==> config.mk <==
export PLATFORM = sky130hd
export DESIGN_NAME = dum_modem_port
export DESIGN_NICKNAME = d
export VERILOG_FILES = /design/src/design/dum_pkg.sv /design/src/design/dum_uart_core.sv /design/src/design/dum_modem_port.sv
export SDC_FILE = /design/constraint.sdc
export NUM_CORES = 1
export LEC_CHECK = 0
export BUFFER_PORTS_ARGS = -buffer_cell sky130_fd_sc_hd__buf_2
export CAP_MARGIN = 5
export CORE_ASPECT_RATIO = 1.4
export CORE_MARGIN = 4
export CORE_UTILIZATION = 40
export DETAILED_ROUTE_END_ITERATION = 6
export PLACE_DENSITY_LB_ADDON = 0.2
export SETUP_SLACK_MARGIN = 0.05
export SYNTH_ARGS = -nofsm -noshare
export SYNTH_HDL_FRONTEND = slang
export SYNTH_SLANG_ARGS = --single-unit
==> constraint.sdc <==
create_clock -name clk -period 2.9 [get_ports clk]
set_clock_uncertainty 0.2 [all_clocks]
set_input_delay 0.29 -clock clk [delete_from_list [all_inputs] [get_ports clk]]
set_output_delay 0.29 -clock clk [all_outputs]
set_load 0.02 [all_outputs]
==> src/design/dum_pkg.sv <==
// Shared constants for the dual serial modem port.
// Assumes a 100 MHz system clock and 8N1 character framing.
package dum_pkg;
    // System clock rate in Hz
    localparam int unsigned CLK_HZ       = 100_000_000;
    // Highest baud rate either port must reach, in bit/s
    localparam int unsigned MAX_BAUD     = 921_000;
    // Width of the baud divisor (clocks per bit, minus one)
    localparam int          DIV_W        = 16;
    // Smallest legal divisor, derived from the top rate (rounded down)
    localparam logic [15:0] DIV_MIN      = 16'(CLK_HZ / MAX_BAUD - 1);
    // Divisor after reset: 115200 baud at 100 MHz
    localparam logic [15:0] DIV_RESET    = 16'h0363;
    // Data bits per character
    localparam int          DATA_BITS    = 8;
    // Bit counter width
    localparam int          CNT_W        = 4;
    // Last bit index of a frame: start, 8 data, stop
    localparam logic [3:0]  LAST_BIT     = 4'h9;
    // Wiring options of the main port
    typedef enum logic [1:0] {
        DUM_WIRE8 = 2'h0,
        DUM_WIRE5 = 2'h1,
        DUM_WIRE4 = 2'h2,
        DUM_WIRE2 = 2'h3
    } dum_wiring_t;

    // Clamp a requested divisor so the rate never exceeds CLK_HZ / (DIV_MIN + 1), just above the top rate
    function automatic logic [15:0] dum_clamp_div(input logic [15:0] div);
        dum_clamp_div = (div < DIV_MIN) ? DIV_MIN : div;
    endfunction : dum_clamp_div
endpackage : dum_pkg

==> src/design/dum_uart_core.sv <==
// One serial channel: transmit and receive engines with hardware flow.
// Assumes pins are synchronised by the caller; user side on clk.
`timescale 1ns/1ps
module dum_uart_core
(
    input  wire logic        clk,          // System clock
    input  wire logic        reset,        // Synchronous reset, high
    input  wire logic [15:0] baud_div,     // Clocks per bit minus one
    input  wire logic        flow_en,      // Hardware flow control on
    input  wire logic        host_rts,     // Host may receive (asserted)
    input  wire logic        rx_pin,       // Synchronised serial input
    output logic             tx_pin,       // Serial output, idle high
    output logic             cts_act,      // Device can accept (asserted)
    input  wire logic [7:0]  send_data,    // Byte to send to the host
    input  wire logic        send_valid,   // Send request
    output logic             send_ready,   // Send accepted this cycle
    output logic [7:0]       recv_data,    // Byte from the host
    output logic             recv_valid,   // Byte present
    input  wire logic        recv_ready,   // User takes byte
    output logic             recv_overrun  // Byte lost, sticky until reset
);
    import dum_pkg::*;
    ////////////////////////////////////////////////////////////////////////
    logic [15:0] div;                      // Clamped divisor
    logic [15:0] tx_tick_reg;              // Transmit bit timer
    logic [3:0]  tx_bit_reg;               // Transmit bit index
    logic        tx_busy_reg;              // Frame in progress
    logic [9:0]  tx_shift_reg;             // Frame shifter
    logic [15:0] rx_tick_reg;              // Receive bit timer
    logic [3:0]  rx_bit_reg;               // Receive bit index
    logic        rx_busy_reg;              // Receiving a frame
    logic [7:0]  rx_shift_reg;             // Receive shifter

    assign div = dum_clamp_div(baud_div);
    // Send is taken only while the host allows it, unless flow is off
    assign send_ready = !tx_busy_reg && (!flow_en || host_rts);
    // Ready to receive while no byte waits, unless flow is off
    assign cts_act = !flow_en || !recv_valid;
    assign tx_pin = tx_shift_reg[0];

    ////////////////////////////////////////////////////////////////////////
    // Transmit engine: start bit, data LSB first, stop bit
    always_ff @(posedge clk) begin
        if (reset) begin
            tx_busy_reg  <= 1'b0;
            tx_shift_reg <= '1;
            tx_tick_reg  <= '0;
            tx_bit_reg   <= '0;
        end else if (!tx_busy_reg) begin
            if (send_valid && send_ready) begin
                tx_shift_reg <= {1'b1, send_data, 1'b0};
                tx_busy_reg  <= 1'b1;
                tx_tick_reg  <= div;
                tx_bit_reg   <= '0;
            end
        end else if (tx_tick_reg != '0) begin
            tx_tick_reg <= tx_tick_reg - 16'h0001;
        end else if (tx_bit_reg == LAST_BIT) begin
            tx_busy_reg <= 1'b0;
        end else begin
            tx_shift_reg <= {1'b1, tx_shift_reg[9:1]};
            tx_bit_reg   <= tx_bit_reg + 4'h1;
            tx_tick_reg  <= div;
        end
    end

    ////////////////////////////////////////////////////////////////////////
    // Receive engine: samples mid-bit, checks the stop bit
    always_ff @(posedge clk) begin
        if (reset) begin
            rx_busy_reg  <= 1'b0;
            rx_tick_reg  <= '0;
            rx_bit_reg   <= '0;
            rx_shift_reg <= '0;
            recv_data    <= '0;
            recv_valid   <= 1'b0;
            recv_overrun <= 1'b0;
        end else begin
            if (recv_valid && recv_ready) begin
                recv_valid <= 1'b0;
            end
            if (!rx_busy_reg) begin
                if (!rx_pin) begin
                    // Half a bit to land mid start bit
                    rx_busy_reg <= 1'b1;
                    rx_tick_reg <= {1'b0, div[15:1]};
                    rx_bit_reg  <= '0;
                end
            end else if (rx_tick_reg != '0) begin
                rx_tick_reg <= rx_tick_reg - 16'h0001;
            end else begin
                rx_tick_reg <= div;
                rx_bit_reg  <= rx_bit_reg + 4'h1;
                if (rx_bit_reg == '0 && rx_pin) begin
                    rx_busy_reg <= 1'b0;                   // Glitch, not a start
                end else if (rx_bit_reg == LAST_BIT) begin
                    rx_busy_reg <= 1'b0;
                    if (rx_pin) begin
                        // New byte wins over a same-cycle take
                        recv_data  <= rx_shift_reg;
                        recv_valid <= 1'b1;
                        if (recv_valid && !recv_ready) begin
                            recv_overrun <= 1'b1;
                        end
                    end
                end else if (rx_bit_reg != '0) begin
                    rx_shift_reg <= {rx_pin, rx_shift_reg[7:1]};
                end
            end
        end
    end

    ////////////////////////////////////////////////////////////////////////
    a_tx_idle_high: assert property (@(posedge clk) disable iff (reset)
        !tx_busy_reg |-> tx_pin) else $error("tx line not idle high");
    a_tx_start_low: assert property (@(posedge clk) disable iff (reset)
        (send_valid && send_ready) |=> !tx_pin && tx_busy_reg)
        else $error("no start bit after send");
    // A stopped host must not see a start bit appear
    a_tx_flow_hold: assert property (@(posedge clk) disable iff (reset)
        (flow_en && !host_rts && !tx_busy_reg) |=> tx_pin)
        else $error("frame started while host stops");
    // A waiting byte keeps clear to send off until it is taken
    a_cts_full_stop: assert property (@(posedge clk) disable iff (reset)
        (flow_en && recv_valid && !recv_ready) |=> !cts_act)
        else $error("clear to send while byte waits");
    a_div_floor: assert property (@(posedge clk) disable iff (reset)
        div >= DIV_MIN) else $error("bit rate above top rate");
    c_send_frame: cover property (@(posedge clk) disable iff (reset)
        send_valid && send_ready);
    c_recv_byte: cover property (@(posedge clk) disable iff (reset)
        $rose(recv_valid));
endmodule : dum_uart_core

==> src/design/dum_modem_port.sv <==
// Top of the dual serial modem port: main and auxiliary channels.
// Assumes pins come from another clock domain; all user ports on clk.
`timescale 1ns/1ps
module dum_modem_port
(
    input  wire logic        clk,                   // 100 MHz clock
    input  wire logic        reset,                 // Synchronous reset, high
    // Main port pins
    input  wire logic        main_tx_data_in,       // Data from host
    output logic             main_rx_data_out,      // Data to host
    input  wire logic        main_request_send_n,   // Host ready, low
    output logic             main_clear_send_n,     // Device ready, low
    output logic             main_set_ready_n,      // Device ready, low
    input  wire logic        main_terminal_ready_n, // Host present, low
    output logic             main_carrier_detect_n, // Carrier, low
    output logic             main_ring_indicate_n,  // Ring, low
    output logic             main_pins_oe,          // Main pins driven
    // Auxiliary port pins
    input  wire logic        aux_tx_data_in,        // Data from host
    output logic             aux_rx_data_out,       // Data to host
    input  wire logic        aux_request_send_n,    // Host ready, low
    output logic             aux_clear_send_n,      // Device ready, low
    // Control and status
    input  wire logic        main_enable,           // Request main service
    input  wire logic        main_gpio_busy,        // A shared GPIO in use
    output logic             main_active,           // Main service granted
    input  wire dum_pkg::dum_wiring_t main_wiring,  // Main wiring option
    input  wire logic [1:0]  main_flow_sel,         // Flow params, 0,0 = off
    input  wire logic [15:0] main_baud_div,         // Main clocks per bit - 1
    input  wire logic        aux_enable,            // Aux service on
    input  wire logic [1:0]  aux_flow_sel,          // Flow params, 0,0 = off
    input  wire logic [15:0] aux_baud_div,          // Aux clocks per bit - 1
    input  wire logic        carrier_on,            // Network carrier present
    input  wire logic        ring_on,               // Incoming call ringing
    output logic             main_terminal_ready,   // Host ready, filtered
    output logic             main_slow_idle_ok,     // Host allows slow idle
    // Main user side
    input  wire logic [7:0]  main_send_data,        // Byte to host
    input  wire logic        main_send_valid,       // Send request
    output logic             main_send_ready,       // Send taken
    output logic [7:0]       main_recv_data,        // Byte from host
    output logic             main_recv_valid,       // Byte present
    input  wire logic        main_recv_ready,       // Byte taken
    output logic             main_recv_overrun,     // Byte lost
    // Aux user side
    input  wire logic [7:0]  aux_send_data,         // Byte to host
    input  wire logic        aux_send_valid,        // Send request
    output logic             aux_send_ready,        // Send taken
    output logic [7:0]       aux_recv_data,         // Byte from host
    output logic             aux_recv_valid,        // Byte present
    input  wire logic        aux_recv_ready,        // Byte taken
    output logic             aux_recv_overrun       // Byte lost
);
    import dum_pkg::*;

    ////////////////////////////////////////////////////////////////////////
    // Pin synchronisers: three stages, a change counts when 2 and 3 agree
    localparam int NSYNC = 5;
    logic [NSYNC-1:0] pin_raw;                      // Raw pin levels
    logic [NSYNC-1:0] s1_reg;                       // First stage only
    logic [NSYNC-1:0] s2_reg;                       // Second stage
    logic [NSYNC-1:0] s3_reg;                       // Third stage
    logic [NSYNC-1:0] pin_reg;                      // Accepted levels

    // Bit order: main data, terminal ready, request, aux data, aux request
    assign pin_raw = {aux_request_send_n, aux_tx_data_in,
                      main_request_send_n, main_terminal_ready_n,
                      main_tx_data_in};

    always_ff @(posedge clk) begin
        if (reset) begin
            s1_reg  <= '1;
            s2_reg  <= '1;
            s3_reg  <= '1;
            pin_reg <= '1;
        end else begin
            s1_reg <= pin_raw;
            s2_reg <= s1_reg;
            s3_reg <= s2_reg;
            for (int i = 0; i < NSYNC; i++) begin
                if (s2_reg[i] == s3_reg[i]) begin
                    pin_reg[i] <= s3_reg[i];
                end
            end
        end
    end

    ////////////////////////////////////////////////////////////////////////
    // Service grant: a busy shared GPIO keeps the port off
    always_ff @(posedge clk) begin
        if (reset) begin
            main_active <= 1'b0;
        end else begin
            main_active <= main_enable && !main_gpio_busy;
        end
    end
    assign main_pins_oe = main_active;

    ////////////////////////////////////////////////////////////////////////
    // Wiring options decide which modem lines mean anything
    logic main_flow_en;                             // Main flow active
    logic aux_flow_en;                              // Aux flow active
    logic main_full_modem;                          // DSR/DCD/RI in use
    logic main_cts_act;                             // Core says clear
    logic aux_cts_act;                              // Core says clear
    logic main_tx_raw;                              // Core serial out
    logic aux_tx_raw;                               // Core serial out

    // Two-wire, or flow parameters 0,0, turn hardware flow off
    assign main_flow_en = (main_flow_sel != 2'h0)
                          && (main_wiring != DUM_WIRE2);
    assign aux_flow_en = (aux_flow_sel != 2'h0);
    assign main_full_modem = (main_wiring == DUM_WIRE8);

    // Terminal ready follows the pin in every wiring; slow idle only in eight- and five-wire use
    always_ff @(posedge clk) begin
        if (reset) begin
            main_terminal_ready <= 1'b0;
            main_slow_idle_ok   <= 1'b0;
        end else begin
            main_terminal_ready <= !pin_reg[1] && main_active;
            // A host tied low (four/two-wire) never grants slow idle
            main_slow_idle_ok <= main_active && pin_reg[1]
                && (main_wiring == DUM_WIRE8 || main_wiring == DUM_WIRE5);
        end
    end

    ////////////////////////////////////////////////////////////////////////
    // Modem status outputs, registered, inactive high when unused
    always_ff @(posedge clk) begin
        if (reset) begin
            main_set_ready_n      <= 1'b1;
            main_carrier_detect_n <= 1'b1;
            main_ring_indicate_n  <= 1'b1;
            main_clear_send_n     <= 1'b1;
            main_rx_data_out      <= 1'b1;
            aux_clear_send_n      <= 1'b1;
            aux_rx_data_out       <= 1'b1;
        end else begin
            main_set_ready_n      <= !(main_active && main_full_modem);
            main_carrier_detect_n <= !(main_active && main_full_modem && carrier_on);
            main_ring_indicate_n  <= !(main_active && main_full_modem && ring_on);
            main_clear_send_n     <= !(main_active && main_cts_act);
            main_rx_data_out      <= main_active ? main_tx_raw : 1'b1;
            aux_clear_send_n      <= !(aux_enable && aux_cts_act);
            aux_rx_data_out       <= aux_enable ? aux_tx_raw : 1'b1;
        end
    end

    ////////////////////////////////////////////////////////////////////////
    // The two channels; each core is held in reset while its service is disabled
    dum_uart_core u_main (
        .clk          (clk),
        .reset        (reset || !main_active),
        .baud_div     (main_baud_div),
        .flow_en      (main_flow_en),
        .host_rts     (!pin_reg[2]),
        .rx_pin       (pin_reg[0]),
        .tx_pin       (main_tx_raw),
        .cts_act      (main_cts_act),
        .send_data    (main_send_data),
        .send_valid   (main_send_valid),
        .send_ready   (main_send_ready),
        .recv_data    (main_recv_data),
        .recv_valid   (main_recv_valid),
        .recv_ready   (main_recv_ready),
        .recv_overrun (main_recv_overrun)
    );

    dum_uart_core u_aux (
        .clk          (clk),
        .reset        (reset || !aux_enable),
        .baud_div     (aux_baud_div),
        .flow_en      (aux_flow_en),
        .host_rts     (!pin_reg[4]),
        .rx_pin       (pin_reg[3]),
        .tx_pin       (aux_tx_raw),
        .cts_act      (aux_cts_act),
        .send_data    (aux_send_data),
        .send_valid   (aux_send_valid),
        .send_ready   (aux_send_ready),
        .recv_data    (aux_recv_data),
        .recv_valid   (aux_recv_valid),
        .recv_ready   (aux_recv_ready),
        .recv_overrun (aux_recv_overrun)
    );

    ////////////////////////////////////////////////////////////////////////
    a_grant_blocked: assert property (@(posedge clk) disable iff (reset)
        main_gpio_busy |=> !main_active) else $error("grant despite busy gpio");
    // Released pins must sit at their idle level
    a_pins_follow: assert property (@(posedge clk) disable iff (reset)
        !main_pins_oe |=> main_rx_data_out && main_set_ready_n)
        else $error("released pins not idle");
    a_status_off: assert property (@(posedge clk) disable iff (reset)
        (main_wiring != DUM_WIRE8) |=> main_set_ready_n && main_ring_indicate_n)
        else $error("modem status in reduced wiring");
    a_two_wire_flow: assert property (@(posedge clk) disable iff (reset)
        (main_wiring == DUM_WIRE2 && main_active) |=> !main_clear_send_n)
        else $error("clear to send dropped in two-wire");
    a_aux_flow_off: assert property (@(posedge clk) disable iff (reset)
        (aux_flow_sel == 2'h0 && aux_enable) |=> !aux_clear_send_n)
        else $error("aux clear to send dropped without flow");
    a_idle_dtr: assert property (@(posedge clk) disable iff (reset)
        (main_wiring == DUM_WIRE4) |=> !main_slow_idle_ok)
        else $error("slow idle in four-wire");
    a_dtr_path: assert property (@(posedge clk) disable iff (reset)
        main_active ##1 main_active |-> main_terminal_ready == !$past(pin_reg[1]))
        else $error("terminal ready not tracked");
    c_full_modem: cover property (@(posedge clk) disable iff (reset)
        main_active && !main_ring_indicate_n);
    c_two_wire: cover property (@(posedge clk) disable iff (reset)
        main_active && main_wiring == DUM_WIRE2 && main_send_valid && main_send_ready);
    c_aux_send: cover property (@(posedge clk) disable iff (reset)
        aux_send_valid && aux_send_ready);
endmodule : dum_modem_port

; Word-level counts from Yosys, hierarchy flattened
; Index checks and enable logic that the tools add are counted.
; Widths: inputs -> output; s select.
[word_totals]
register_bits = 170
latchBits = 0
mem_bits_rw = 0
romBits = 0
in_bits = 70
mem_count = 0
[op_classes]
add_sub_neg = 8
n_mul = 0
n_div = 0
order_cmp = 2
n_eq_ne = 21
shifts = 0
n_mux = 68
bitwise = 8
reduce_logical = 73
[ops]
columns = op, count
row1 = $mux 16, 16
row2 = $mux 10, 8
row3 = $reduce_bool 16->1, 4
row4 = $sub 16x1->16 const B, 4
row5 = $mux 4, 14
row6 = $lt 16x7->1 const B, 2
row7 = $mux 1, 30
row8 = $logic_and 1x1->1, 20
row9 = $reduce_and 5->1, 4
row10 = $logic_not 1->1, 19
row11 = $add 4x1->4 const B, 4
row12 = $eq 4x4->1 const B, 4
row13 = $ne 2x2->1 const B, 7
row14 = $reduce_and 6->1, 2
row15 = $logic_not 4->1, 2
row16 = $not 1->1, 8
row17 = $reduce_and 2->1, 4
row18 = $reduce_bool 2->1, 4
row19 = $reduce_bool 4->1, 2
row20 = $logic_or 1x1->1, 7
row21 = $ne 3x3->1 const B, 2
row22 = $reduce_and 3->1, 2
row23 = $eq 1x1->1, 5
row24 = $ne 2x1->1 const B, 2
row25 = other kinds (3), 4

; Depth between registers and ports, before layout
; Gate-level depths: netlist of the first run.
[logic_depth]
ltp_word = 8
ltp_mapped = 9
mapped_depth_nobuf = 8

; Cells and area by module
; Synthesis of the first run repeated with hierarchy kept, for this count alone.
[unflattened]
hier_cells = 1019
area_unflattened_um2 = 8643.3
[by_module_without_submodules]
columns = mod, instances, cells_per_inst, area_per_inst_um2, seq_area_each_um2
row1 = dum_uart_core (u_main), 1, 475, 3900.0, 1381.3
row2 = dum_uart_core (u_aux), 1, 463, 3824.9, 1381.3
row3 = dum_modem_port, 1, 81, 918.4, 600.6

; Least setup slack after synthesis of the first run
; OpenSTA, ideal clock, no wires.
[synth_timing]
path_type = register to register
from = register u_aux.tx_tick_reg[0]
to = register u_aux.tx_tick_reg[2]
setup_ns = 0.117
arrival_time_ns = 1.955
t_required_ns = 2.583
slack_ns = 0.627
path_stages_with_launch = 9
path_buffers = 1
cell_sequence = dfxtp_1 > inv_1 > ha_1 > nor3b_1 > and3_1 > clkbuf_1 > a32oi_1 > o21ai_0 > a32o_1
[synth_between]
elab_chain_len = 3
[synth_lines]
columns = element, line
row1 = "start, declared", dum_uart_core.sv:25  ; logic [15:0] tx_tick_reg;
row2 = "start signal, assigned", dum_uart_core.sv:53  ; tx_tick_reg <= div;
row3 = "start signal, assigned", dum_uart_core.sv:57  ; tx_tick_reg <= tx_tick_reg - 16'h0001;
row4 = "start signal, assigned", dum_uart_core.sv:63  ; tx_tick_reg <= div;
row5 = $sub 16x1->16 or $reduce_bool 16->1 (tied branches), "dum_uart_core.sv:57, dum_uart_core.sv:56"
row6 = $mux 16 or $ne 3x3->1 (tied branches), -
row7 = $mux 16 or $reduce_and 2->1 (tied branches), -
; Parallel ways exist; a longest one is shown, timed or not.
; A chain may end at the register's enable or synchronous reset.

; Final worst setup path of the first run
[layout_timing]
from = register u_aux.tx_tick_reg[0]
to = register u_aux.tx_bit_reg[2]
[layout_between]
elab_chain_len = 3
[layout_lines]
columns = element, line
row1 = $reduce_bool 16->1, dum_uart_core.sv:56  ; end else if (tx_tick_reg != '0) begin
row2 = $ne 2x2->1 (no source line), -
row3 = $reduce_and 3->1 (no source line), -
row4 = "end signal, assigned", dum_uart_core.sv:62  ; tx_bit_reg <= tx_bit_reg + 4'h1;
row5 = "end, declared", dum_uart_core.sv:26  ; logic [3:0] tx_bit_reg;
; No other way between the ends.

==> summary.txt, run 1 <==
Die
  – Core ar.: around 0.021 mm²
  – Die Wd: roughly 130 µm
  – Full die area: around 0.024 mm²
  – # IOs: 103
  – Die Ht: between 150 and 200 µm
  – Initial core utilization: about two fifths
  – Cell Rows: 63

Detailed routing
  – Via density per instance: between 5 and 6
  – Initial drt markers: 400
  – DRT Pass-1 Iters: 5
  – Wire per inst: ~17 µm
  – DRT antenna net count: 0
  – Routed wire length: approximately 24000 µm
  – DR vias: just over 8000
  – Remaining DRCs: 0

Clock tree
  – Clock slew at reported path FFs: 0.07 ns
  – H-tree depth: 4
  – Worst-Skew Late Latency: roughly 0.43 ns
  – # clock sinks: about 170
  – TritonCTS clock tree: built
  – Max clock buf depth: 2
  – Total CTS buffers: 17
  – CTS root buf: clkbuf_16

Placement
  – IO Port Bufs: between 100 and 150
  – Placer's final routability congestion estimate: approximately 0.87
  – Hpwl dp: between 15000 and 20000 µm

Timing
  – Fmax: around 0.40 GHz
  – Worst Tran Pin Value: between 0.6 and 0.7 ns
  – Final setup TNS: 0 ns
  – Slew headroom: about three fifths
  – Hold Fails Final Rpt: 0
  – Period utilisation layout: 85.58%
  – Minimum clock period: between 2 and 2.5 ns
  – Setup-failing EPs final: 0
  – Fin. max-slew vios: 0
  – Unrepaired setup endpoints after global routing: no

Synth
  – Mux contribution to synthesized area: 6.795%
  – Synth Area in Adders: under 10%
  – Post-synth ARST share: 0%
  – Post-synthesis cell type count: 75
  – Synthesized area: between 0.008 and 0.009 mm²
  – Ys flop type: dfxtp_1
  – Synthesized flop and latch total: roughly 170
  – Post-synthesis sequential area ratio: between 30% and 40%
  – Synth Net Count: 1114
  – Post-synth EDFFs: 0
  – Largest family of logic cells by synthesized area: simple AND/OR/NAND/NOR gates
  – Gate count of the mapped netlist: between 1000 and 1500
  – Synth Area in Compound Gates: 21.96%
  – Post-Synth XOR/XNOR Area: under 10%
  – Warning count from the yosys run: 0
  – Synth Area per Inst: between 8 and 9 µm²
  – Simple-gate share of the synthesized area: between 20% and 30%

Cells and area
  – Layout cells sized above 1: approximately a fifth
  – Post-layout util: 49.86%
  – Most frequent cells in the layout: 168 x dfxtp_1, 102 x buf_2, 84 x nor2_1
  – Most common cell after layout, fill and taps aside: dfxtp_1
  – NumNets Final: between 1000 and 1500
  – Ant. Diodes: 0
  – Layout area overhead: 22.35%

Setup path
  – Type of origin of the critical path: register
  – Arrival time at the worst endpoint: ~2.6 ns
  – Crit path cell chain: inv_1, ha_1, nor3b_1, and3_1, a31oi_4, or4_1, a211oi_1
  – Crit Path Max Fanout: 19
  – Worst path required time: just over 3 ns
  – CP max stage delay: around 0.52 ns
  – WS Path Type: register to register
  – Critical Path End Type: register
  – Worst path buffer plus inverter count: 1
  – CP delay by family, top: simple AND/OR/NAND/NOR gates
  – Critical path's slowest cell: or4_1

Global routing
  – Grt total ovfl: 0
  – Grt met2 use: roughly 37%
  – Vias in the first global route: between 8000 and 9000
  – First-pass GRT wire length: 40220 µm
  – Gr usage total: about 20%
  – Largest net degree at the start of global routing: 44
  – Gr busiest metal: met2
  – Global Route met3 Usage: under 10%
  – Initial antenna violation count: 0
  – GRT met1 Usage: a little under a quarter

Worst hold path
  – Tightest Hold Check Type: input port to register

Pwr
  – Worst vdd ir: ~0.44 mV
  – Power Dens Cells: 482.6 mW/mm²
  – Pleak: 4.142 nW

Run
  – # Max-Cap Violations: 0

Run status
  – Status: finished clean
[cells by family (layout without fill, tap and decap cells)]
kind of cell / count (synthesis) / count (layout)
AND/OR/NAND/NOR: 382 / 382
AO/OA/AOI/OAI: 292 / 292
flip-flops: 168 / 168
buffers and inverters: 88 / 244
multiplexers: 57 / 57
XOR/XNOR: 21 / 21
adder cells (fa/ha/maj): 18 / 18
[final timing paths]
check | from | to | slack [ns] | cells after the start
min | main_baud_div[12] | u_main.rx_tick_reg[12]$_SDFFE_PP0P_ | 0.03 | 3
min reg2reg | s1_reg[2]$_SDFF_PP1_ | s2_reg[2]$_SDFF_PP1_ | 0.21 | 1
max reg2reg | u_aux.tx_tick_reg[0]$_SDFFE_PP0P_ | u_aux.tx_bit_reg[2]$_SDFFE_PP0P_ | 0.42 | 7
max | u_aux.tx_tick_reg[0]$_SDFFE_PP0P_ | u_aux.tx_bit_reg[2]$_SDFFE_PP0P_ | 0.42 | 7
[tightest hold or removal path, delay by kind of cell]
kind / cells / cell delay [ns]
compound gates: 2 / 0.18
buf+inv: 1 / 0.16
[metal layers]
| metal | vias up | part of all wire [%] |
|---|---|---|
| li1 | 4081 | - |
| met1 | 3861 | 41 |
| met2 | 213 | 52 |
| met3 | 54 | 4.0 |
| met4 | 0 | 2.8 |
| met5 | - | 0 |
[per-stage QoR]
step	cell area, µm²	std cells	total power [W]	setup slack [ns]	hold WS [ns]
after floorplan	8673	1026	0.002632	0.6273	0.1519
after global placement	9584	1368	0.002798	0.4918	0.1933
after detailed placement	9584	1368	0.002799	0.4254	0.1928
final	10610	1442	0.005122	0.4181	0.03493
after CTS	10610	1442	0.005180	0.4324	0.01613
after global routing	10610	1442	0.005320	0.2642	0.02906
[timing repair]
| action | 4_1_cts | 5_1_grt |
|---|---|---|
| hold endpoints to repair | 43 | 0 |
| gates resized for setup | 0 | 0 |
| hold buffers | 42 | 0 |
| setup buffers | 0 | 0 |
[area by class of cell]
cell class                      instances  area [µm²]
Sequential cell                       168        3363
Multi-Input combinational cell        770        4971
Fill cell                            2085       10670
Clock inverter                         14       167.7
Inverter                               29       108.9
Clock buffer                           18       439.2
Tap cell                              260       325.3
Timing Repair Buffer                  183        1236
[synth_stat cells, drive strengths merged (10+ instances only)]
cell type  number  share of area [%]
dfxtp         168                 39
nor2           85                3.7
o21ai          80                4.6
nand2          71                3.1
a21oi          59                3.4
nand3          49                2.8
mux2i          42                4.8
clkbuf         39                1.7
inv            29                1.3
a31oi          26                2.0
nor3           25                1.6
nor4           22                2.1
or2            22                1.6
o211ai         21                1.8
buf            20                1.1
a211oi         19                1.6
ha             18                2.6
or3            18                1.3
xnor2          17                1.7
mux2           15                1.9
nand2b         15                1.1
nor2b          15                1.1
or4            14                1.2
o22ai          10               0.72
[where the power goes]
group          leakage (nW)  internal, W  switching [W]
Sequential             1.36      0.00233      0.0000172
Clock                 0.288      0.00132        0.00102
Combinational          2.49     0.000191       0.000251
(Power assumes the default switching activity.)
==> run 2: changes to the inputs <==
- CORE_ASPECT_RATIO: 1.4 -> 1.5
==> run 2 against run 1 <==
Clock-buffer cell count up 5. Non-clock buffer count down 8. Critical path depth unchanged. Clock power down 5%. Via count up 0.39%. Largest cell class unchanged. Highest routed layer unchanged.
==> summary.txt, run 2 (synthesized netlist as in run 1, its figures left out) <==
Clock tree
  – Post-CTS setup buffers: 0 (unchanged)
  – Max clock buf depth: 2 (unchanged)
  – # clock sinks: 168 (unchanged)
  – Worst-Skew Late Latency: 0.43 ns (about the same)
  – H-tree depth: 4 (unchanged)
  – PostCTS Resize Cnt: 0 (unchanged)
  – CTS root buf: clkbuf_16
  – Clock slew at reported path FFs: 0.07 ns (about the same)
  – TritonCTS clock tree: built
  – # hold bufs at CTS: 36 (-14%)
  – Total CTS buffers: 17 (unchanged)

Setup path
  – Worst path required time: 3.02 ns (-0.02 ns)
  – Critical Path End Type: register
  – Type of origin of the critical path: register
  – Worst setup path start: u_aux.tx_tick_reg[0]$_SDFFE_PP0P_
  – Worst path buffer plus inverter count: 1 (unchanged)
  – RR Startpoint: u_aux.tx_tick_reg[0]$_SDFFE_PP0P_
  – Setup slack, reg-to-reg: 0.31 ns (-0.11 ns)
  – Crit Path Max Fanout: 10 (-9)
  – CP max stage delay: 0.57 ns (+0.05 ns)
  – WS Path Type: register to register
  – Crit path cell chain: inv_1, ha_1, nor3b_1, nand3_1, o31ai_4, nand2_2, a221o_1
  – Arrival time at the worst endpoint: 2.71 ns (+0.09 ns)
  – Critical path's slowest cell: o31ai_4
  – CP delay by family, top: compound AO/OA/AOI/OAI gates

Detailed routing
  – DR vias: 8241 (+0.39%)
  – Routed wire length: 24980 µm (+2.4%)
  – Via density per instance: 5.719 (+0.46%)
  – DRT antenna net count: 0 (unchanged)
  – DRT Pass-1 Iters: 5 (unchanged)
  – Wire per inst: 17.33 µm (+2.5%)
  – Remaining DRCs: 0 (unchanged)
  – Initial drt markers: 491 (+23%)

Pwr
  – Pleak: 4.100 nW (-0.99%)
  – Power Dens Cells: 476.7 mW/mm² (-1.2%)
  – Net Switching: 0.001202 W (-6.5%)
  – Internal power: 0.003802 W (-0.89%)
  – Sw Ratio: 24.02% (-1.1 points)
  – Combinational power share: 8.8% (+0.2 points)
  – Worst vdd ir: 0.4169 mV (-5.9%)
  – Sequential share of power: 46.9% (+1.1 points)
  – Clock share of power: 44.3% (-1.2 points)
  – Post-route total power: 0.005004 W (-2.3%)

Die
  – Initial core utilization: 40.86% (+0.11 points)
  – Die Ht: 188.3 µm (+3.4%)
  – Full die area: 0.02415 mm² (about the same)
  – Core ar.: 0.02123 mm² (-0.26%)
  – # IOs: 103 (unchanged)
  – Cell Rows: 65 (+3.2%)
  – Die Wd: 128.2 µm (-3.2%)

Timing
  – Unrepaired setup endpoints after global routing: no
  – Setup-failing EPs final: 0 (unchanged)
  – Hold Fails Final Rpt: 0 (unchanged)
  – Final setup TNS: 0 ns (unchanged)
  – Hold slack: 0.02029 ns (-0.01463 ns)
  – Slew headroom: 45.14% (-14 points)
  – Fmax: 0.3863 GHz (-4.1%)
  – Worst Tran Pin Value: 0.8180 ns (+0.2012 ns)
  – Fin. max-slew vios: 0 (unchanged)
  – Period utilisation layout: 89.27% (+3.7 points)
  – Minimum clock period: 2.589 ns (+0.1067 ns)

Run status
  – Status: finished clean

Cells and area
  – Ant. Diodes: 0 (unchanged)
  – Post-layout util: 49.45% (-0.40 points)
  – Most common cell after layout, fill and taps aside: dfxtp_1
  – Layout cells sized above 1: 19.18% (-0.11 points)
  – Fill cells: 2040 (-2.2%)
  – Most frequent cells in the layout: 168 x dfxtp_1, 102 x buf_2, 84 x nor2_1
  – NumNets Final: 1249 (-0.64%)
  – Layout area overhead: 21.03%
  – Post-route cell area: 0.01050 mm² (-1.1%)

Worst hold path
  – Tightest Hold Check Type: input port to register
  – Worst Min Path Start: aux_baud_div[11]

Placement
  – Placer's final routability congestion estimate: 0.9191 (+5.5%)
  – Hpwl dp: 17760 µm (+0.92%)
  – Placed Area: 0.009570 mm² (-0.14%)
  – IO Port Bufs: 102 (unchanged)

Global routing
  – Initial antenna violation count: 0 (unchanged)
  – Grt total ovfl: 0 (unchanged)
  – Gr usage total: 20.86% (+0.79 points)
  – Largest net degree at the start of global routing: 36 (-18%)
  – Vias in the first global route: 7982 (-1.6%)
  – First-pass GRT wire length: 41120 µm (+2.2%)

Run
  – # Max-Cap Violations: 0 (unchanged)
==> run 2: cell count changes in the layout (fill, tap and decap cells not counted), moves of 2 or more <==
| cell | change |
|---|---|
| clkinvlp_4 | -3 |
| dlygate4sd3_1 | -6 |
| clkinv_2 | +5 |
| clkbuf_8 | +4 |
| inv_6 | -2 |
| clkinv_4 | -3 |
==> run 2: worst min-delay path: cells and delay by family <==
family | cells | cell delay [ns]
and+or+nand+nor | 1 | 0.08
AOI/OAI and AO/OA | 1 | 0.08
buffers and inverters | 1 | 0.15
==> run 2: routing by layer <==
layer / wire [µm] / track usage (%) / share of wire (%)
met3: 1042 / 3.630 / 4.2
met4: 710 / 8.374 / 2.8
met5: 0 / 0 / 0
met1: 10260 / 24.57 / 41
met2: 12960 / 36.95 / 52
==> run 2: worst paths after layout <==
path,cells after the start,to
worst max-delay path,7,u_aux.tx_shift_reg[0]$_SDFFE_PP1P_
worst min-delay path,3,u_aux.tx_tick_reg[11]$_SDFFE_PP0P_
worst max register to register,7,u_aux.tx_shift_reg[0]$_SDFFE_PP1P_
worst min register to register,1,s2_reg[0]$_SDFF_PP1_
==> run 2: power groups by stage <==
| stage | logic, W | registers [W] | clock network, W |
|---|---|---|---|
| after floorplan | 0.000234 | 0.00240 | 0 |
| after global placement | 0.000404 | 0.00240 | 0 |
| after detailed placement | 0.000402 | 0.00240 | 0 |
| after CTS | 0.000437 | 0.00235 | 0.00228 |
| after global routing | 0.000483 | 0.00235 | 0.00237 |
| final | 0.000440 | 0.00235 | 0.00222 |
==> run 2: per-stage QoR <==
stage	setup WS, ns	cells
after floorplan	0.6273	1026
after global placement	0.3923	1374
after detailed placement	0.3676	1374
after CTS	0.3488	1441
after global routing	0.1151	1441
final	0.3113	1441
==> run 2: cell type report <==
type | instances | area [µm²] | share of cell area [%]
clock buffer | 23 | 498.0 | 4.744
clock inverter | 8 | 68.82 | 0.6555
inverter | 29 | 108.9 | 1.037
multi-input combinational | 770 | 4975 | 47.39
sequential | 168 | 3363 | 32.04
tap | 268 | 335.3 | 3.194
timing repair buffer | 175 | 1149 | 10.94
==> run 3: changes to the inputs <==
--- a/config.mk
+++ b/config.mk
@@ -6,4 +6,5 @@
 export NUM_CORES = 1
 export LEC_CHECK = 0
+export ABC_AREA = 0
 export BUFFER_PORTS_ARGS = -buffer_cell sky130_fd_sc_hd__buf_2
 export CAP_MARGIN = 5
==> constraint.sdc (replaced) <==
create_clock -name clk -period 2.9 [get_ports clk]
set_clock_uncertainty 0.2 [all_clocks]
set_input_delay 0.435 -clock clk [delete_from_list [all_inputs] [get_ports clk]]
set_output_delay 0.435 -clock clk [all_outputs]
set_load 0.02 [all_outputs]
==> run 3 against run 2 <==
Critical path depth unchanged. Sequential share of layout area rose by 0.64 points. Register-to-register slack gained 0.06 ns. Worst hold slack improved by 0.0087 ns. Flip-flop and latch count unchanged. Non-clock buffer count shrank 22. Clock power up 5%. Global-route usage decreased by 0.12 points. Sequential power about the same. Worst setup slack improved by 0.057 ns.
==> summary.txt, run 3 (synthesized netlist as in run 1, its figures left out) <==
Setup path
  – Worst path buffer plus inverter count: 1 (unchanged)
  – CP max stage delay: 0.54 ns (-0.03 ns)
  – WS Path Type: register to register
  – RR Startpoint: u_aux.tx_tick_reg[0]$_SDFFE_PP0P_
  – Reg2reg end: u_aux.tx_shift_reg[0]$_SDFFE_PP1P_
  – Setup slack, reg-to-reg: 0.37 ns (+0.06 ns)
  – CP delay by family, top: compound AO/OA/AOI/OAI gates
  – Worst path required time: 3.03 ns (about the same)
  – Critical path's slowest cell: o31ai_4
  – Worst R2R Path Depth: 7 (unchanged)
  – Critical Path End Type: register
  – Arrival time at the worst endpoint: 2.66 ns (-0.05 ns)
  – Crit Path Max Fanout: 10 (unchanged)
  – Type of origin of the critical path: register
  – Crit path cell chain: inv_1, ha_1, nor3b_1, nand3_1, o31ai_4, nand2_2, a221o_1

Global routing
  – Global Route met3 Usage: 3.460% (-0.17 points)
  – First-pass GRT wire length: 40700 µm (-1.0%)
  – Grt total ovfl: 0 (unchanged)
  – Grt met2 use: 35.95% (-1.0 points)
  – Vias in the first global route: 8002 (+0.25%)
  – Gr usage total: 20.74% (-0.12 points)
  – Initial antenna violation count: 0 (unchanged)
  – Gr busiest metal: met2
  – Largest net degree at the start of global routing: 38 (+5.6%)
  – GRT met1 Usage: 24.82% (+0.25 points)

Pwr
  – Power Dens Cells: 494.8 mW/mm² (+3.8%)
  – Pleak: 4.008 nW (-2.3%)
  – Worst vdd ir: 0.3673 mV (-12%)

Timing
  – Minimum clock period: 2.532 ns (-0.05678 ns)
  – Final setup TNS: 0 ns (unchanged)
  – Fmax: 0.3950 GHz (+2.2%)
  – Setup-failing EPs final: 0 (unchanged)
  – Fin. max-slew vios: 0 (unchanged)
  – Unrepaired setup endpoints after global routing: no
  – Worst Tran Pin Value: 0.8191 ns (+0.001145 ns)
  – Period utilisation layout: 87.31% (-2.0 points)
  – Hold Fails Final Rpt: 0 (unchanged)
  – Hold slack: 0.02895 ns (+0.008659 ns)
  – Slew headroom: 45.19% (+0.051 points)

Placement
  – Placed Area: 0.009608 mm² (+0.39%)
  – IO Port Bufs: 102 (unchanged)
  – Hpwl dp: 18000 µm (+1.3%)
  – Placer's final routability congestion estimate: 0.9165 (-0.28%)

Clock tree
  – Worst-Skew Late Latency: 0.44 ns (about the same)
  – Max clock buf depth: 2 (unchanged)
  – Total CTS buffers: 17 (unchanged)
  – H-tree depth: 4 (unchanged)
  – Clock slew at reported path FFs: 0.06 ns (about the same)
  – Post-CTS setup buffers: 0 (unchanged)
  – CTS root buf: clkbuf_16
  – TritonCTS clock tree: built
  – # clock sinks: 168 (unchanged)

Detailed routing
  – Routed wire length: 24890 µm (-0.34%)
  – DR vias: 8211 (-0.36%)
  – DRT Pass-1 Iters: 5 (unchanged)
  – Via density per instance: 5.791 (+1.3%)
  – Initial drt markers: 512 (+4.3%)
  – DRT antenna net count: 0 (unchanged)
  – Wire per inst: 17.55 µm (+1.3%)
  – Remaining DRCs: 0 (unchanged)

Die
  – # IOs: 103 (unchanged)
  – Initial core utilization: 40.86% (unchanged)
  – Full die area: 0.02415 mm² (unchanged)
  – Core ar.: 0.02123 mm² (unchanged)
  – Die Ht: 188.3 µm (unchanged)
  – Cell Rows: 65 (unchanged)
  – Die Wd: 128.2 µm (unchanged)

Worst hold path
  – Hold path depth: 3 (unchanged)
  – Tightest Hold Check Type: input port to register
  – Worst Min Path Start: main_wiring[0]
  – Worst-case hold path end point: main_set_ready_n$_SDFF_PP1_

Run status
  – Status: finished clean

Cells and area
  – Ant. Diodes: 0 (unchanged)
  – Post-route cell area: 0.01029 mm² (-2.0%)
  – Fill cells: 2049 (+0.44%)
  – Most common cell after layout, fill and taps aside: dfxtp_1
  – Most frequent cells in the layout: 168 x dfxtp_1, 102 x buf_2, 84 x nor2_1
  – Layout cells sized above 1: 19.83% (+0.64 points)
  – NumNets Final: 1227 (-1.8%)
  – Layout area overhead: 18.65%

Run
  – # Max-Cap Violations: 0 (unchanged)
[run 3: cell count changes in the layout (fill, tap and decap cells not counted), sizes merged]
cell and change:
clkinvlp +3, buf +5, clkinv -4, clkbuf -1
inv -1, bufinv +2, dlygate4sd3 -27
[run 3: final cells by class]
class / instances / area (µm²) / share of cell area [%]
multi-input cells: 770 / 4981 / 48.40
well taps: 268 / 335.3 / 3.258
inverters: 29 / 108.9 / 1.058
clock buffers: 22 / 464.2 / 4.511
clock inverters: 8 / 122.6 / 1.191
flip-flops and latches: 168 / 3363 / 32.68
repair buffers: 153 / 915.9 / 8.900
[run 3: routing by layer]
layer | vias to the layer above | share of wire [%]
met5 | - | 0
met4 | 0 | 3.2
met3 | 60 | 4.1
met2 | 209 | 51
met1 | 3901 | 42
li1 | 4041 | -
[run 3: worst max path at each step]
stage | from | to | slack [ns] | depth (start not counted)
after detailed placement | u_main.rx_tick_reg[7]$_SDFFE_PP0P_ | u_main.rx_tick_reg[11]$_SDFFE_PP0P_ | 0.40 | 6
after global placement | u_aux.rx_tick_reg[11]$_SDFFE_PP0P_ | u_aux.rx_shift_reg[2]$_SDFFE_PP0P_ | 0.46 | 5
final | u_aux.tx_tick_reg[0]$_SDFFE_PP0P_ | u_aux.tx_shift_reg[0]$_SDFFE_PP1P_ | 0.37 | 7
after CTS | u_main.rx_tick_reg[7]$_SDFFE_PP0P_ | u_main.rx_tick_reg[11]$_SDFFE_PP0P_ | 0.28 | 6
after global routing | u_aux.tx_tick_reg[1]$_SDFFE_PP0P_ | u_aux.tx_shift_reg[0]$_SDFFE_PP1P_ | 0.21 | 7
after floorplan | u_aux.tx_tick_reg[0]$_SDFFE_PP0P_ | u_aux.tx_tick_reg[2]$_SDFFE_PP0P_ | 0.63 | 8
[run 3: repair_timing]
action	in CTS	in global routing
resized for setup	0	1
endpoints found under the setup margin	0	1
endpoints found under the hold margin	9	0
hold buffers	9	0
[run 3: where the power goes]
| group | internal (W) | switching (W) |
|---|---|---|
| combinational | 0.000167 | 0.000251 |
| clock | 0.00139 | 0.000938 |
| sequential | 0.00233 | 0.0000170 |
[run 3: stage by stage]
step / cells / power, W / setup slack, ns / utilization (%)
2_1_floorplan: 1026 / 0.002632 / 0.6273 / -
3_3_place_gp: 1379 / 0.002805 / 0.4566 / 45.26
3_5_place_dp: 1379 / 0.002804 / 0.3986 / 45.26
4_1_cts: 1418 / 0.005154 / 0.2777 / 48.45
5_1_grt: 1418 / 0.005301 / 0.2144 / 48.48
6_report: 1418 / 0.005092 / 0.3681 / 48.48
[run 3: worst reg2reg max path: stages, from the launching register on]
cell	delay [ns]
dfxtp_1	0.32
inv_1	0.12
ha_1	0.20
nor3b_1	0.24
nand3_1	0.20
o31ai_4	0.54
nand2_2	0.22
a221o_1	0.39
